<file path="src/tk_pkg.sv">
// Purpose: shared constants, types and crc helpers for the touch key
//          host command interpreter
// Assumes: 20 MHz system clock, one byte per command strobe
// Notes:   crc algorithms are fixed here and must match the host
//------------------------------------------------------------------
// package
//------------------------------------------------------------------
package tk_pkg;

  // timing
  localparam int CLK_HZ      = 20_000_000;
  localparam int TIMEOUT_MS  = 100;
  localparam int TIMEOUT_CYC = (CLK_HZ / 1000) * TIMEOUT_MS;
  localparam int TMR_W       = 22;

  // command codes
  localparam logic [7:0] CMD_NULL    = 8'h00;
  localparam logic [7:0] CMD_SETUPS  = 8'h01;
  localparam logic [7:0] CMD_RECAL   = 8'h03;
  localparam logic [7:0] CMD_RESET   = 8'h04;
  localparam logic [7:0] CMD_STATUS  = 8'h05;
  localparam logic [7:0] CMD_FIRST   = 8'h06;
  localparam logic [7:0] CMD_ALLKEYS = 8'h07;
  localparam logic [7:0] CMD_SIGNALS = 8'h08;
  localparam logic [7:0] CMD_LAST    = 8'h0f;

  // fixed replies
  localparam logic [7:0] REPLY_READY = 8'hfe;
  localparam logic [7:0] REPLY_NAK   = 8'h00;

  // setups block and report sizes
  localparam logic [7:0] SETUPS_BLOCK_LENGTH = 8'h40;
  localparam logic [6:0] LEN_ONE     = 7'h01;
  localparam logic [6:0] LEN_KEYS    = 7'h06;
  localparam logic [6:0] LEN_SIGNALS = 7'h60;
  localparam int         NUM_KEYS    = 48;
  localparam logic [5:0] NO_KEY      = 6'h3f;

  // crc algorithms
  localparam logic [7:0]  CRC8_POLY  = 8'h07;
  localparam logic [7:0]  CRC8_INIT  = 8'h00;
  localparam logic [15:0] CRC16_POLY = 16'h1021;
  localparam logic [15:0] CRC16_INIT = 16'h0000;

  // general status and first-key bit positions
  localparam int ST_COMM   = 6;
  localparam int ST_FMEA   = 5;
  localparam int ST_STORE  = 4;
  localparam int ST_SYNC   = 3;
  localparam int ST_KEYERR = 2;
  localparam int ST_CAL    = 1;
  localparam int ST_DET    = 0;
  localparam int FK_MULTI  = 7;
  localparam int FK_ERR    = 6;

  // sensing condition flags from the analog side
  typedef struct packed {
    logic fmea_fail;
    logic store_corrupt;
    logic sync_fail;
    logic cal_fail5;
    logic low_ref;
    logic any_cal;
  } key_flags_t;

  // one nonvolatile byte write
  typedef struct packed {
    logic [7:0] addr;
    logic [7:0] data;
  } nvm_wr_t;

  typedef enum logic [5:0] {
    S_IDLE  = 6'b000001,
    S_ARMED = 6'b000010,
    S_EMIT  = 6'b000100,
    S_LOAD  = 6'b001000,
    S_BURN  = 6'b010000,
    S_FINAL = 6'b100000
  } state_t;

  function automatic logic [7:0] crc8_upd(input logic [7:0] c,
                                           input logic [7:0] d);
    logic [7:0] r;
    r = c ^ d;
    for (int i = 0; i < 8; i++) begin
      r = {r[6:0], 1'b0} ^ (r[7] ? CRC8_POLY : 8'h00);
    end
    return r;
  endfunction

  function automatic logic [15:0] crc16_upd(input logic [15:0] c,
                                             input logic [7:0]  d);
    logic [15:0] r;
    r = c ^ {d, 8'h00};
    for (int i = 0; i < 8; i++) begin
      r = {r[14:0], 1'b0} ^ (r[15] ? CRC16_POLY : 16'h0000);
    end
    return r;
  endfunction

endpackage

</file>
<file path="src/resp_buffer.sv">
// Purpose: two-entry response byte buffer with valid/ready both sides
// Assumes: single clock, asynchronous active-low reset
// Notes:   full drops in_ready so the producer stalls, nothing is lost
`timescale 1ns/1ps
`default_nettype none
module resp_buffer #(
  parameter int WIDTH = 8
) (
  input  wire logic             clk,
  input  wire logic             rst_n,
  input  wire logic             in_valid,
  input  wire logic [WIDTH-1:0] in_data,
  output logic                  in_ready,
  output logic                  out_valid,
  output logic      [WIDTH-1:0] out_data,
  input  wire logic             out_ready
);

  logic [WIDTH-1:0] mem [2];
  logic             wr_ptr;
  logic             rd_ptr;
  logic [1:0]       count;
  logic             push;
  logic             pop;

  // handshake terms
  assign in_ready  = (count != 2'd2);
  assign out_valid = (count != 2'd0);
  assign out_data  = mem[rd_ptr];
  assign push      = in_valid && in_ready;
  assign pop       = out_valid && out_ready;

  // storage and pointers
  always_ff @(posedge clk or negedge rst_n) begin
    if (!rst_n) begin
      wr_ptr <= 1'b0;
      rd_ptr <= 1'b0;
      count  <= 2'd0;
    end else begin
      if (push) begin
        wr_ptr <= ~wr_ptr;
      end
      if (pop) begin
        rd_ptr <= ~rd_ptr;
      end
      count <= count + {1'b0, push} - {1'b0, pop};
    end
  end

  // data array needs no reset
  always_ff @(posedge clk) begin
    if (push) begin
      mem[wr_ptr] <= in_data;
    end
  end
endmodule // resp_buffer
`default_nettype wire

</file>
<file path="src/touch_key_host_command_set.sv">
// Purpose: decode host command bytes and build response byte streams
// Assumes: framing layer hands over one byte per cmd_valid strobe on clk
// Notes:   spi_mode gates each response byte on one null command
`timescale 1ns/1ps
`default_nettype none
//------------------------------------------------------------------
// command interpreter
//------------------------------------------------------------------
// Function
// SPI: one null command fetches one byte
// setups entry halts sensing, accepts block
// setups, recal, reset need double issue
// missing second copy: abandon silently
// 0xFE when ready, 0xFE after store
// load byte gap over 100ms aborts
// host sends CRC-16, low byte first
// bad CRC answers 0x00 not 0xFE
// received CRC zero skips comparison
// always store; bad CRC marks storage invalid
// sensing restarts after load; host resets
// recalibrate all, answer 0xFC
// forced reset answers 0xFB first
// status bits 6,5,4: comm, fault, storage
// status bits 3..0: sync, key, cal, detect
// comm error held until last-command request
// status/first/all reports end with CRC-8
// first-key bit 7: two or more touches
// first-key bit 6: any error condition; the code leaves low_ref out of it
// first-key low bits: key or 0x3F
// all-keys: six bytes plus CRC-8
// signals: 96 bytes, low first, no CRC
// last-command returns inverse, clears comm error
// host reissues on bad or missing reply
// CRC algorithms fixed as shared constants
module touch_key_host_command_set
  import tk_pkg::*;
#(
  parameter int TIMEOUT_CYCLES = TIMEOUT_CYC
) (
  input  wire logic          clk,
  input  wire logic          rst_n,
  input  wire logic          spi_mode,
  input  wire logic          cmd_valid,
  input  wire logic [7:0]    cmd_byte,
  output logic               resp_valid,
  output logic [7:0]         resp_data,
  input  wire logic          resp_ready,
  input  wire logic [47:0]   key_detect,
  input  wire key_flags_t    key_flags,
  output logic [5:0]         sig_index,
  input  wire logic [15:0]   sig_level,
  output logic               sensing_halt,
  output logic               recal_start,
  output logic               reset_request,
  output logic               nvm_we,
  output nvm_wr_t            nvm_wr,
  output logic               nvm_commit,
  output logic               nvm_valid,
  input  wire logic          nvm_done,
  output logic               comm_err
);

  state_t            state;
  state_t            after_state;
  logic [7:0]        cur_cmd;
  logic [7:0]        reply_byte;
  logic [7:0]        last_cmd;
  logic [7:0]        idx;
  logic [6:0]        emit_len;
  logic              has_crc;
  logic [7:0]        crc8;
  logic [15:0]       crc16;
  logic [7:0]        rx_lo;
  logic              crc_ok;
  logic [TMR_W-1:0]  tmr;
  logic [6:0]        credit;
  logic              push_valid;
  logic [7:0]        push_data;
  logic [7:0]        emit_data;
  logic              buf_ready;
  logic              buf_valid;
  logic [7:0]        buf_data;
  logic              take;
  logic              last_byte;
  logic              cmd_phase;
  logic              known;
  logic [7:0]        status_byte;
  logic [7:0]        first_byte;

  localparam logic [TMR_W-1:0] TMR_LOAD = TMR_W'(TIMEOUT_CYCLES - 1);

  // lowest numbered touched key, or the no-key code
  function automatic logic [5:0] first_key(input logic [47:0] kd);
    logic [5:0] k;
    k = NO_KEY;
    for (int i = NUM_KEYS - 1; i >= 0; i--) begin
      if (kd[i]) begin
        k = 6'(i);
      end
    end
    return k;
  endfunction

  // report bytes built from live sensing state
  always_comb begin
    status_byte           = 8'h00;
    status_byte[ST_COMM]  = comm_err;
    status_byte[ST_FMEA]  = key_flags.fmea_fail;
    status_byte[ST_STORE] = key_flags.store_corrupt;
    status_byte[ST_SYNC]  = key_flags.sync_fail;
    status_byte[ST_KEYERR] = key_flags.cal_fail5 | key_flags.low_ref;
    status_byte[ST_CAL]   = key_flags.any_cal;
    status_byte[ST_DET]   = |key_detect;
    first_byte[5:0]       = first_key(key_detect);
    first_byte[FK_MULTI]  = |(key_detect & (key_detect - 48'h1));
    first_byte[FK_ERR]    = key_flags.any_cal | key_flags.cal_fail5 |
                            key_flags.sync_fail | comm_err |
                            key_flags.fmea_fail | key_flags.store_corrupt;
  end

  // data byte for the current position of the reply stream
  always_comb begin
    unique case (cur_cmd)
      CMD_STATUS:  emit_data = status_byte;
      CMD_FIRST:   emit_data = first_byte;
      CMD_ALLKEYS: emit_data = key_detect[idx[2:0]*8 +: 8];
      CMD_SIGNALS: emit_data = idx[0] ? sig_level[15:8]
                                      : sig_level[7:0];
      default:     emit_data = reply_byte;
    endcase
  end

  // stream control terms
  assign cmd_phase  = (state == S_IDLE) || (state == S_ARMED);
  assign take       = cmd_valid && cmd_phase && (cmd_byte != CMD_NULL);
  assign push_valid = (state == S_EMIT);
  assign last_byte  = ({1'b0, idx} == ({2'b00, emit_len} + {8'h00, has_crc}
                      - 9'h1));
  // trailing checksum after the data bytes
  assign push_data  = (has_crc && idx == {1'b0, emit_len}) ? crc8
                                                           : emit_data;
  assign known      = (cmd_byte == CMD_SETUPS) || (cmd_byte == CMD_RECAL) ||
                      (cmd_byte == CMD_RESET) || (cmd_byte == CMD_STATUS) ||
                      (cmd_byte == CMD_FIRST) || (cmd_byte == CMD_ALLKEYS) ||
                      (cmd_byte == CMD_SIGNALS) || (cmd_byte == CMD_LAST);

  resp_buffer #(.WIDTH(8)) u_buf (
    .clk       (clk),
    .rst_n     (rst_n),
    .in_valid  (push_valid),
    .in_data   (push_data),
    .in_ready  (buf_ready),
    .out_valid (buf_valid),
    .out_data  (buf_data),
    .out_ready ((!resp_valid || resp_ready) &&
                (!spi_mode || credit != 7'h00))
  );

  // main sequencer: decode, double issue, emit, load, store
  always_ff @(posedge clk or negedge rst_n) begin
    if (!rst_n) begin
      state         <= S_IDLE;
      after_state   <= S_IDLE;
      cur_cmd       <= CMD_NULL;
      reply_byte    <= 8'h00;
      idx           <= 8'h00;
      emit_len      <= 7'h00;
      has_crc       <= 1'b0;
      crc8          <= CRC8_INIT;
      crc16         <= CRC16_INIT;
      rx_lo         <= 8'h00;
      crc_ok        <= 1'b0;
      tmr           <= '0;
      sig_index     <= 6'h00;
      sensing_halt  <= 1'b0;
      recal_start   <= 1'b0;
      reset_request <= 1'b0;
      nvm_we        <= 1'b0;
      nvm_wr        <= '0;
      nvm_commit    <= 1'b0;
      nvm_valid     <= 1'b0;
    end else begin
      recal_start <= 1'b0;
      nvm_we      <= 1'b0;
      nvm_commit  <= 1'b0;
      idx         <= (state == S_EMIT || state == S_LOAD) ? idx : 8'h00;
      sig_index   <= (state == S_EMIT) ? sig_index : 6'h00;
      unique case (state)
        S_IDLE, S_ARMED: begin
          if (take && state == S_ARMED && cmd_byte == cur_cmd) begin
            // second copy arrived in time: execute
            state    <= S_EMIT;
            emit_len <= LEN_ONE;
            has_crc  <= 1'b0;
            if (cur_cmd == CMD_SETUPS) begin
              sensing_halt <= 1'b1;
              reply_byte   <= REPLY_READY;
              after_state  <= S_LOAD;
              crc16        <= CRC16_INIT;
            end else if (cur_cmd == CMD_RECAL) begin
              recal_start <= 1'b1;
              reply_byte  <= ~CMD_RECAL;
              after_state <= S_IDLE;
            end else begin
              reply_byte  <= ~CMD_RESET;
              after_state <= S_FINAL;
            end
          end else if (take) begin
            // fresh command; an unequal byte abandons an armed one
            cur_cmd     <= cmd_byte;
            crc8        <= crc8_upd(CRC8_INIT, cmd_byte);
            after_state <= S_IDLE;
            has_crc     <= 1'b1;
            emit_len    <= LEN_ONE;
            state       <= S_EMIT;
            unique case (cmd_byte)
              CMD_SETUPS, CMD_RECAL, CMD_RESET: begin
                state <= S_ARMED;
                tmr   <= TMR_LOAD;
              end
              CMD_ALLKEYS: emit_len <= LEN_KEYS;
              CMD_SIGNALS: begin
                emit_len <= LEN_SIGNALS;
                has_crc  <= 1'b0;
              end
              CMD_LAST: begin
                reply_byte <= ~last_cmd;
                has_crc    <= 1'b0;
              end
              CMD_STATUS, CMD_FIRST: emit_len <= LEN_ONE;
              default: state <= S_IDLE;
            endcase
          end else if (state == S_ARMED) begin
            if (tmr == '0) begin
              state <= S_IDLE;
            end else begin
              tmr <= tmr - 1'b1;
            end
          end
        end
        S_EMIT: begin
          if (buf_ready) begin
            crc8      <= crc8_upd(crc8, emit_data);
            idx       <= idx + 8'h01;
            sig_index <= 6'((idx + 8'h01) >> 1);
            if (last_byte) begin
              state <= after_state;
              idx   <= 8'h00;
              tmr   <= TMR_LOAD;
            end
          end
        end
        S_LOAD: begin
          if (cmd_valid) begin
            tmr <= TMR_LOAD;
            idx <= idx + 8'h01;
            if (idx < SETUPS_BLOCK_LENGTH) begin
              nvm_we <= 1'b1;
              nvm_wr <= '{addr: idx, data: cmd_byte};
              crc16  <= crc16_upd(crc16, cmd_byte);
            end else if (idx == SETUPS_BLOCK_LENGTH) begin
              rx_lo <= cmd_byte;
            end else begin
              // zero checksum is always accepted
              crc_ok <= ({cmd_byte, rx_lo} == 16'h0000) ||
                        ({cmd_byte, rx_lo} == crc16);
              nvm_valid <= ({cmd_byte, rx_lo} == 16'h0000) ||
                           ({cmd_byte, rx_lo} == crc16);
              nvm_commit <= 1'b1;
              state      <= S_BURN;
            end
          end else if (tmr == '0) begin
            state        <= S_IDLE;
            sensing_halt <= 1'b0;
          end else begin
            tmr <= tmr - 1'b1;
          end
        end
        S_BURN: begin
          if (nvm_done) begin
            reply_byte   <= crc_ok ? REPLY_READY : REPLY_NAK;
            sensing_halt <= 1'b0;
            cur_cmd      <= CMD_SETUPS;
            emit_len     <= LEN_ONE;
            has_crc      <= 1'b0;
            after_state  <= S_IDLE;
            state        <= S_EMIT;
          end
        end
        S_FINAL: begin
          // reset only once the acknowledge has left the device
          if (!buf_valid && !resp_valid) begin
            reset_request <= 1'b1;
          end
        end
      endcase
    end
  end

  // last command byte, kept for the inverse echo
  always_ff @(posedge clk or negedge rst_n) begin
    if (!rst_n) begin
      last_cmd <= CMD_NULL;
    end else if (take) begin
      last_cmd <= cmd_byte;
    end
  end

  // communications error: set wins over the clear
  always_ff @(posedge clk or negedge rst_n) begin
    if (!rst_n) begin
      comm_err <= 1'b0;
    end else if ((take && !known) ||
                 (cmd_valid && cmd_byte != CMD_NULL &&
                  (state == S_EMIT || state == S_BURN))) begin
      comm_err <= 1'b1;
    end else if (take && cmd_byte == CMD_LAST) begin
      comm_err <= 1'b0;
    end
  end

  // fetch credits: one null command releases one byte in spi mode
  always_ff @(posedge clk or negedge rst_n) begin
    if (!rst_n) begin
      credit <= 7'h00;
    end else begin
      credit <= credit
        + {6'h00, (spi_mode && cmd_valid && cmd_byte == CMD_NULL &&
                   state != S_LOAD && credit != 7'h7f)}
        - {6'h00, (spi_mode && buf_valid && credit != 7'h00 &&
                   (!resp_valid || resp_ready))};
    end
  end

  // registered response output stage
  always_ff @(posedge clk or negedge rst_n) begin
    if (!rst_n) begin
      resp_valid <= 1'b0;
      resp_data  <= 8'h00;
    end else if (!resp_valid || resp_ready) begin
      resp_valid <= buf_valid && (!spi_mode || credit != 7'h00);
      resp_data  <= buf_data;
    end
  end
endmodule // touch_key_host_command_set
`default_nettype wire

</file>
<file path="config.mk">
export PLATFORM = sky130hd
export DESIGN_NAME = touch_key_host_command_set
export DESIGN_NICKNAME = d
export VERILOG_FILES = /design/src/tk_pkg.sv /design/src/resp_buffer.sv /design/src/touch_key_host_command_set.sv
export SDC_FILE = /design/constraint.sdc
export NUM_CORES = 1
export LEC_CHECK = 0
export ABC_CLOCK_PERIOD_IN_PS = 8800
export BUFFER_PORTS_ARGS = -buffer_cell sky130_fd_sc_hd__buf_2
export CAP_MARGIN = 5
export CORE_MARGIN = 3
export CORE_UTILIZATION = 35
export CTS_BUF_LIST = sky130_fd_sc_hd__clkbuf_4
export CTS_CLUSTER_SIZE = 20
export DETAILED_ROUTE_END_ITERATION = 10
export PLACE_DENSITY_LB_ADDON = 0.25
export SLEW_MARGIN = 10
export SYNTH_ARGS = -nofsm -noshare
export SYNTH_HDL_FRONTEND = slang
export SYNTH_HIERARCHICAL = 1
export SYNTH_SLANG_ARGS = --single-unit
</file>
<file path="constraint.sdc">
create_clock -name clk -period 8.8 [get_ports clk]
set_clock_uncertainty 0.05 [all_clocks]
set_input_delay 0.44 -clock clk [delete_from_list [all_inputs] [get_ports clk]]
set_output_delay 0.44 -clock clk [all_outputs]
set_load 0.03 [all_outputs]
</file>
==> results of run 1 <==
## registers in the layout, indices dropped and copies added (netlist names), 16 cells and up
name	count
nvm_wr	16
tmr	22
crc16	16
u_buf/mem	16
## report_power, final
group	internal, W	switching, W	total (W)
logic	0.000535	0.000697	0.00123
registers	0.000924	0.000158	0.00108
clock network	0.000160	0.000323	0.000483
total	0.00162	0.00118	0.00280
## layer usage
layer	vias to the layer above	part of all wire, %	GRT usage (%)
met5	-	0	0
li1	4331	-	-
met4	0	2.5	5.62
met1	4313	46	26.9
met2	347	45	28.8
met3	45	6.7	3.68
## logic make-up after synthesis
group                    share of synthesized area (%)
AND/OR/NAND/NOR                                   19.9
AO/OA/AOI/OAI                                     16.8
buffers and inverters                             4.49
adder cells (fa/ha/maj)                           3.32
multiplexers                                      7.17
XOR/XNOR                                          9.17
flip-flops                                        39.1
## critical path: stages (launching register included)
cell and delay [ns]:
dfstp_2 0.63, nor4_1 0.09, nand3b_1 0.72, clkinv_1 0.74
a32oi_1 0.40, o221ai_1 0.25, nor3_4 0.40, nand3_1 0.24
or4_1 0.51, nor4_2 0.19, xnor2_1 0.15, nand2_1 0.07
## cell type report
class / count / area [sq um] / area share [%]
diodes: 1 / 2.50 / 0.0211
clock buffers: 17 / 128 / 1.07
repair buffers: 127 / 659 / 5.55
well taps: 390 / 488 / 4.11
inverters: 52 / 195 / 1.64
multi-input cells: 862 / 6030 / 50.8
flip-flops and latches: 164 / 4190 / 35.2
clock inverters: 15 / 193 / 1.62
## metrics by stage
step                      util [%]  area (sq um)  setup slack, ns
final                         39.8         11900             4.23
after global routing          39.8         11900             3.83
after CTS                     39.8         11900             4.22
after detailed placement      38.7         11600             4.26
after global placement        38.7         11600             4.39
after floorplan                  -         10700             5.35
## layout by cell type, fill, tap and decap left out, types with 11 or more instances in the layout
cell type,instances
nand2_1,104
nor2_1,84
ha_1,26
nor4_1,19
edfxtp_1,16
a211oi_1,16
or4_1,11
a21oi_1,34
o31ai_1,20
o21ai_0,86
clkbuf_4,17
mux2_2,31
nor2b_1,11
xnor2_1,67
mux2i_1,17
nor3_1,52
a31oi_1,11
buf_2,120
nand3_1,24
inv_1,50
a21o_1,12
dfrtp_1,145
xor2_1,38
## cells in the mapped netlist, types with 12 or more instances
cell type | instances | area [sq um]
nor4_1 | 19 | 119
xor2_1 | 38 | 333
clkbuf_1 | 42 | 158
a211oi_1 | 16 | 120
buf_2 | 18 | 90.1
nor3_1 | 52 | 260
o31ai_1 | 20 | 150
mux2_2 | 31 | 349
ha_1 | 26 | 325
inv_1 | 50 | 188
nand2_1 | 104 | 390
a21o_1 | 12 | 90.1
dfrtp_1 | 146 | 3650
a31oi_1 | 12 | 75.1
nor2_1 | 84 | 315
a21oi_1 | 34 | 170
mux2i_1 | 17 | 170
edfxtp_1 | 16 | 480
nand3_1 | 24 | 120
xnor2_1 | 67 | 587
o21ai_0 | 86 | 430
## how the worst max path moves through the flow
| stage | start | end | slack (ns) | cells after the start |
|---|---|---|---|---|
| floorplan | cmd_byte[6] | tmr[19]$_DFFE_PN0P_ | 5.35 | 14 |
| global placement | state[0]$_DFFE_PN1P_ | tmr[19]$_DFFE_PN0P_ | 4.39 | 11 |
| finish | state[0]$_DFFE_PN1P_ | tmr[19]$_DFFE_PN0P_ | 4.23 | 11 |
| detailed placement | state[0]$_DFFE_PN1P_ | tmr[19]$_DFFE_PN0P_ | 4.26 | 11 |
| global route | state[0]$_DFFE_PN1P_ | tmr[19]$_DFFE_PN0P_ | 3.83 | 11 |
| CTS | state[0]$_DFFE_PN1P_ | tmr[19]$_DFFE_PN0P_ | 4.22 | 11 |
## timing repair
item | 4_1_cts | 5_1_grt
buffers inserted | 0 | 0
hold endpoints to repair | 88 | 0
hold buffers | 1 | 0
==> results.md, run 1 <==
* Clk_lat worst skew at approximately 0.60 ns
* Worst r2r dst: tmr[19]$_DFFE_PN0P_
* WHS Path Cells at 4
* Power per cell area at around 240 nW/um^2
* CTS Sinks at roughly 160
* RSZ-0062 raised after global routing: no
* Final Wtd Congestion at roughly 0.93
* Nets at between 1,000 and 1,500
* Drt first pass iters at 6
* Setup Viol. Count Final at 0
* Share of cells above drive strength 1 at about a fifth
* Final Critical Period at around 4.6 ns
* Iter 0 DRT Violations at 678
* DIE AREA at roughly 33,000 sq um
* Vias at ~9,000
* Slew @ Worst Pin at approximately 1.1 ns
* R2r setup slk at approximately 4.2 ns
* Max Slew Vio Count at 0
* Reg2reg path depth at 11
* Asr flop ratio synth at between 90% and 100%
* Cells after Synth at roughly 1,100
* Type of destination of the critical path: register
* Via/cell ratio at 5.55
* Count of cell types in the netlist at 91
* GRT Util Overall at about a fifth
* Dpl hpwl at about 23 mm
* Starting Density at about 36%
* Fin crit share at between 50% and 60%
* Post-synth EDFFs at 16
* Worst Setup Path Type: register to register
* Reg-to-Reg Start: state[0]$_DFFE_PN1P_
* Hold endpoint: sensing_halt$_DFFE_PN0P_
* Post-CTS Resized at 0
* Crit start category: register
* Final Hold Fails at 0
* CTS Buf Count at 17
* Slew margin rel. at approximately 29%
* Global-route wire length before repair at roughly 50 mm
* GR Overflow Total at 0
* Peak supply drop at 0.135 mV
* Die Height at ~180 microns
* #FFs+latches synth at between 150 and 200
* CTS tree: yes
* Placed Instances at around 1,600
* Number of remaining DRC errors at 0
* Area Growth Syn to Fin at 11.2%
* Mapped Area at 10,700 sq um
* Hold path startpoint: nvm_done
* Antenna viol nets, final at 0
* CORE AREA at between 20,000 and 30,000 sq um
* Number of global-route vias before repair at between 8,000 and 9,000
* WP data arrival at 4.98 ns
* Number of top-level pins at between 100 and 150
* Setup TNS Final at 0 ns
* Syn Area/Cell at 9.34 sq um
* Status: finished clean
* Root Driver: clkbuf_4
* Die W at approximately 180 microns
* # rows at between 60 and 70
* Leakage at around 4.9 nW
* Initial antenna violation count at 1
* Final wirelength at between 30 and 40 mm
* Max-cap violation count at 0
* Hold Path Class: primary input to register
* Max FO, Critical Path at 21
* Clk buf depth at 2
* Routed len/inst at roughly 19 microns
* Worst-path clk slew at approximately 0.16 ns
* Input/output buffers at 121
* Worst hold slack at approximately 0.13 ns
* Worst EP required at approximately 9.2 ns
* Synthesis Warnings at 6
* Fmax at 0.219 GHz
* Largest net degree at the start of global routing at slightly above 90
* Final Non-Filler Cells at between 1,500 and 2,000
* Fill count at 3,022
* Syn nets at about 1,300
* Post-synthesis sequential area ratio at just under 40%
* Ys flop type: dfrtp_1
* Tot Pwr at roughly 0.0028 W
* CTS HTree Levels at 4
Power figures use the tool's default switching activity.
==> run 2: changes to the inputs <==
--- a/config.mk
+++ b/config.mk
@@ -5,7 +5,7 @@
 export SDC_FILE = /design/constraint.sdc
 export NUM_CORES = 1
 export LEC_CHECK = 0
-export ABC_CLOCK_PERIOD_IN_PS = 8800
+export ABC_CLOCK_PERIOD_IN_PS = 4200
 export BUFFER_PORTS_ARGS = -buffer_cell sky130_fd_sc_hd__buf_2
 export CAP_MARGIN = 5
 export CORE_MARGIN = 3
==> constraint.sdc (replaced) <==
create_clock -name clk -period 4.2 [get_ports clk]
set_clock_uncertainty 0.05 [all_clocks]
set_input_delay 0.21 -clock clk [delete_from_list [all_inputs] [get_ports clk]]
set_output_delay 0.21 -clock clk [all_outputs]
set_load 0.03 [all_outputs]
==> results.md, run 2 (same netlist as run 1, synthesis figures left out) <==
* Setup bufs post-CTS at 0
* Slew @ Worst Pin at ~0.97 ns
* # hold bufs at CTS at 10
* GR Overflow Total at 0
* WHS Path Cells at 5
* Reg-to-Reg Start: emit_len[0]$_DFFE_PN0P_
* Nets at 1,365
* Initial antenna violation count at 1
* Hold path startpoint: cmd_valid
* Vias at around 9,200
* Power per cell area at between 400 and 500 nW/um^2
* Most frequent cells in the layout: dfrtp_1 (145), buf_2 (120), nand2_1 (104), o21ai_0 (86), nor2_1 (84)
* Status: finished clean
* WP data arrival at 4.22 ns
* Hold endpoint: idx[0]$_DFF_PN0_
* Post-CTS Resized at 0
* Root Driver: clkbuf_4
* Drt first pass iters at 5
* Die W at 181 microns
* Peak supply drop at 0.200 mV
* Starting Density at between 30 and 40%
* Type of destination of the critical path: register
* Final Cell Area at roughly 12,000 sq um
* Setup Viol. Count Final at 0
* Fill count at around 3,000
* Max-cap violation count at 0
* Most common cell after layout, fill and taps aside: dfrtp_1
* CORE AREA at about 30,000 sq um
* GRT Util Overall at a little under a fifth
* Antenna viol nets, final at 0
* Worst Setup Path Type: register to register
* Worst-path clk slew at 0.16 ns
* Slew margin rel. at 35.3%
* Area occupied by multi-input gates at 6030 sq um
* CTS Sinks at about 160
* Dpl hpwl at 23.5 mm
* # rows at 63
* Clk buf depth at 2
* Max Slew Vio Count at 0
* Worst r2r dst: tmr[19]$_DFFE_PN0P_
* Setup TNS Final at 0 ns
* CTS Buf Count at 17
* Register area at approximately 4200 sq um
* Max FO, Critical Path at 5
* Final Critical Period at 3.82 ns
* CTS tree: yes
* DIE AREA at 32,700 sq um
* Global-route wire length before repair at around 50 mm
* Iter 0 DRT Violations at 653
* Fmax at approximately 0.26 GHz
* RSZ-0062 raised after global routing: no
* Number of flip-flops in the largest register at 22
* Crit start category: register
* Routed len/inst at 18.8 microns
* Area Growth Syn to Fin at 13.0%
* Reg2reg path depth at 13
* Worst EP required at 4.59 ns
* Final wirelength at 31.2 mm
* Placed cell area at between 10,000 and 15,000 sq um
* Reg with most FFs: tmr
* Hold Path Class: primary input to register
* Clk_lat worst skew at between 0.5 and 0.6 ns
* Share of cells above drive strength 1 at a little over 20%
* Via/cell ratio at roughly 5.6
* Final Wtd Congestion at 0.940
* Largest net degree at the start of global routing at 97
* Die Height at between 150 and 200 microns
* Number of global-route vias before repair at 8,971
* R2r setup slk at about 0.38 ns
* Leakage at 5.03 nW
* Final Hold Fails at 0
* Fin crit share at 91.0%
* Input/output buffers at around 120
* Number of remaining DRC errors at 0
* CTS HTree Levels at 4
* Number of top-level pins at between 100 and 150
-- run 2: cell count changes in the layout (fill, tap and decap cells not counted), sizes merged --
cell	before	now
dlygate4sd3	1	10
clkinv	10	5
buf	126	147
clkinvlp	0	2
inv	56	60
bufinv	1	0
-- run 2: worst max-delay path, stage by stage (launching register included) --
cell and delay [ns]:
dfrtp_1 0.40, inv_1 0.05, ha_1 0.20, ha_1 0.22
ha_1 0.19, or3_1 0.38, a211oi_1 0.52, o221ai_1 0.29
nor3_4 0.28, nand3_1 0.21, or4_1 0.51, nor4_2 0.18
xnor2_1 0.14, nand2_1 0.06
-- run 2: per-stage QoR --
stage                     setup WS, ns  total power [W]  hold WS (ns)  instances  utilization, %
after detailed placement         0.347          0.00489         0.345       1615            39.2
after CTS                        0.341          0.00583      0.000153       1657            40.4
after global placement           0.460          0.00486         0.350       1615            39.2
after floorplan                  0.876          0.00419        -0.136       1145               -
final                            0.377          0.00577        0.0632       1658            40.4
after global routing             0.152          0.00621        0.0227       1658            40.4
-- run 2: metal layers --
| layer | global-route usage [%] | vias up | part of all wire, % |
|---|---|---|---|
| met5 | 0 | - | 0 |
| met4 | 5.34 | 0 | 1.9 |
| met3 | 2.62 | 38 | 5.1 |
| met2 | 30.7 | 289 | 47 |
| met1 | 26.7 | 4501 | 46 |
| li1 | - | 4393 | - |
-- run 2: cell type report --
cell class	count	area share, %
inverters	52	1.62
diodes	1	0.0207
well taps	390	4.04
multi-input cells	862	49.9
repair buffers	157	7.51
clock buffers	17	1.06
clock inverters	15	1.14
flip-flops and latches	164	34.7
-- run 2: power by group --
part	total [W]	switching (W)	internal (W)	leakage, nW
logic	0.00265	0.00148	0.00117	2.86
registers	0.00222	0.000279	0.00194	2.02
clock network	0.000907	0.000643	0.000264	0.144
total	0.00577	0.00240	0.00337	5.03
-- run 2: worst max path at each step --
stage | startpoint | endpoint | slack [ns] | cells after the start
3_5_place_dp | emit_len[0]$_DFFE_PN0P_ | tmr[19]$_DFFE_PN0P_ | 0.35 | 13
2_1_floorplan | emit_len[0]$_DFFE_PN0P_ | tmr[19]$_DFFE_PN0P_ | 0.88 | 13
3_3_place_gp | emit_len[0]$_DFFE_PN0P_ | tmr[19]$_DFFE_PN0P_ | 0.46 | 13
4_1_cts | emit_len[0]$_DFFE_PN0P_ | tmr[19]$_DFFE_PN0P_ | 0.34 | 13
6_report | emit_len[0]$_DFFE_PN0P_ | tmr[19]$_DFFE_PN0P_ | 0.38 | 13
5_1_grt | emit_len[0]$_DFFE_PN0P_ | tmr[19]$_DFFE_PN0P_ | 0.15 | 14
==> run 3: changes to the inputs <==
--- a/config.mk
+++ b/config.mk
@@ -9,7 +9,7 @@
 export BUFFER_PORTS_ARGS = -buffer_cell sky130_fd_sc_hd__buf_2
 export CAP_MARGIN = 5
 export CORE_MARGIN = 3
-export CORE_UTILIZATION = 35
+export CORE_UTILIZATION = 55
 export CTS_BUF_LIST = sky130_fd_sc_hd__clkbuf_4
 export CTS_CLUSTER_SIZE = 20
 export DETAILED_ROUTE_END_ITERATION = 10
==> results.md, run 3 (same netlist as run 1, synthesis figures left out) <==
* Status: finished clean
* Largest delay share family, worst path: simple AND/OR/NAND/NOR gates
* Number of global-route vias before repair at about 9,200
* # rows at 50
* Number of flip-flops in the largest register at 22
* RSZ-0062 raised after global routing: no
* Setup TNS Final at 0 ns
* Antenna viol nets, final at 0
* Largest net degree at the start of global routing at approximately 100
* Type of destination of the critical path: register
* Final worst setup slack at 0.427 ns
* Setup bufs post-CTS at 0
* Number of remaining DRC errors at 0
* Starting Density at 56.6%
* Area Growth Syn to Fin at 11.7%
* Root Driver: clkbuf_4
* Dpl hpwl at approximately 22 mm
* DIE AREA at between 20,000 and 25,000 sq um
* Crit start category: register
* Global-route wire length before repair at 48.5 mm
* Most frequent cells in the layout: dfrtp_1 (145), buf_2 (120), nand2_1 (104), o21ai_0 (86), nor2_1 (84)
* Initial antenna violation count at 1
* Switching power at approximately 0.0024 W
* Logic pwr share at between 40% and 50%
* Via/cell ratio at a little over 6
* R2r setup slk at about 0.43 ns
* GRT Util Overall at approximately 28%
* CTS Sinks at 164
* Final Critical Period at around 3.8 ns
* Final wirelength at 29.5 mm
* CORE AREA at 18,900 sq um
* Max Slew Vio Count at 0
* Worst Setup Path Type: register to register
* Cell breakdown of the critical path: inv_1, ha_1, ha_1, ha_1, or3_1, a211oi_1, o221ai_1, nor3_4, nand3_1, or4_1, nor4_2, xnor2_1, nand2_1
* Switching Share at between 30 and 40%
* Most common cell after layout, fill and taps aside: dfrtp_1
* Share of cells above drive strength 1 at 20.0%
* Critical Path End: tmr[19]$_DFFE_PN0P_
* Input/output buffers at 121
* Number of top-level pins at 122
* Routed len/inst at 19.4 microns
* Worst EP required at 4.58 ns
* Worst-path clk slew at ~0.15 ns
* Clk_lat worst skew at ~0.55 ns
* Leakage at just over 5 nW
* # hold bufs at CTS at 6
* Slew margin rel. at a little over a third
* Setup WS pre-CTS at around 0.45 ns
* Reg-to-Reg Start: emit_len[0]$_DFFE_PN0P_
* Setup Viol. Count Final at 0
* Clk buf depth at 2
* Crit path launch: emit_len[0]$_DFFE_PN0P_
* Slew @ Worst Pin at between 0.9 and 1 ns
* Vias at 9,409
* Seq pwr share at 37.7%
* Worst r2r dst: tmr[19]$_DFFE_PN0P_
* Crit-path slowest cell: a211oi_1
* Die W at approximately 150 microns
* Final Wtd Congestion at 0.987
* Core Util, Final at between 60% and 70%
* Drt first pass iters at 6
* CTS tree: yes
* Fin crit share at 89.8%
* Clock share of power at roughly 18%
* Die Height at around 150 microns
* Power per cell area at just under 500 nW/um^2
* CP peak stage delay at between 0.5 and 0.6 ns
* Reg with most FFs: tmr
* Final Hold Fails at 0
* Post-CTS Resized at 0
* CTS Buf Count at 17
* Iter 0 DRT Violations at approximately 860
* CTS HTree Levels at 4
* Nets at around 1,400
* Crit path buf inv count at 1
* Max-cap violation count at 0
* Hold Path Class: primary input to register
* Reg2reg path depth at 13
* P_int at ~0.0035 W
* Max FO, Critical Path at 5
* Fill count at approximately 1,700
* GR Overflow Total at 0
* WP data arrival at 4.16 ns
* CP Depth at 13
* CP dominant cell by count: ha_1
* Fmax at around 0.27 GHz
* Peak supply drop at 0.274 mV
[run 3: power groups by stage]
stage	Combinational (W)	Sequential, W	Clock (W)
after detailed placement	0.00259	0.00225	0
after global routing	0.00290	0.00228	0.00116
after floorplan	0.00198	0.00221	0
after CTS	0.00261	0.00222	0.00108
final	0.00261	0.00222	0.00106
after global placement	0.00254	0.00224	0
[run 3: area by class of cell]
type / instances / area (sq um) / area share, %
Timing Repair Buffer: 153 / 875 / 7.32
Clock buffer: 18 / 135 / 1.13
Sequential cell: 164 / 4190 / 35.1
Inverter: 52 / 195 / 1.63
Multi-Input combinational cell: 862 / 6030 / 50.5
Tap cell: 260 / 325 / 2.72
Clock inverter: 14 / 188 / 1.57
Antenna cell: 1 / 2.50 / 0.0210
[run 3: how the worst min path moves through the flow]
stage | from | end | slack [ns] | depth (start not counted)
after global routing | cmd_byte[2] | cur_cmd[2]$_DFFE_PN0P_ | 0.003 | 2
after detailed placement | rst_n | credit[2]$_DFF_PN0_ | 0.35 | 1
after CTS | cmd_byte[4] | cur_cmd[4]$_DFFE_PN0P_ | 0.004 | 2
after floorplan | rst_n | after_state[3]$_DFFE_PN0P_ | -0.14 | 0
after global placement | rst_n | credit[1]$_DFF_PN0_ | 0.35 | 1
final | cmd_byte[2] | cur_cmd[2]$_DFFE_PN0P_ | 0.06 | 2
[run 3: layer usage]
layer | global-route usage (%) | share of wire, % | wire (microns)
met3 | 5.89 | 9.2 | 2700
met4 | 9.31 | 2.9 | 855
met1 | 40.6 | 43 | 12800
met2 | 41.8 | 44 | 13100
met5 | 0 | 0 | 0
[run 3: through the flow]
stage	hold slack, ns	instance area (sq um)	power (W)	cells
finish	0.0596	11900	0.00589	1524
global route	0.00339	11900	0.00633	1524
CTS	0.00354	11900	0.00591	1520
detailed placement	0.349	11500	0.00484	1482
global placement	0.346	11500	0.00477	1482
floorplan	-0.136	10700	0.00419	1145
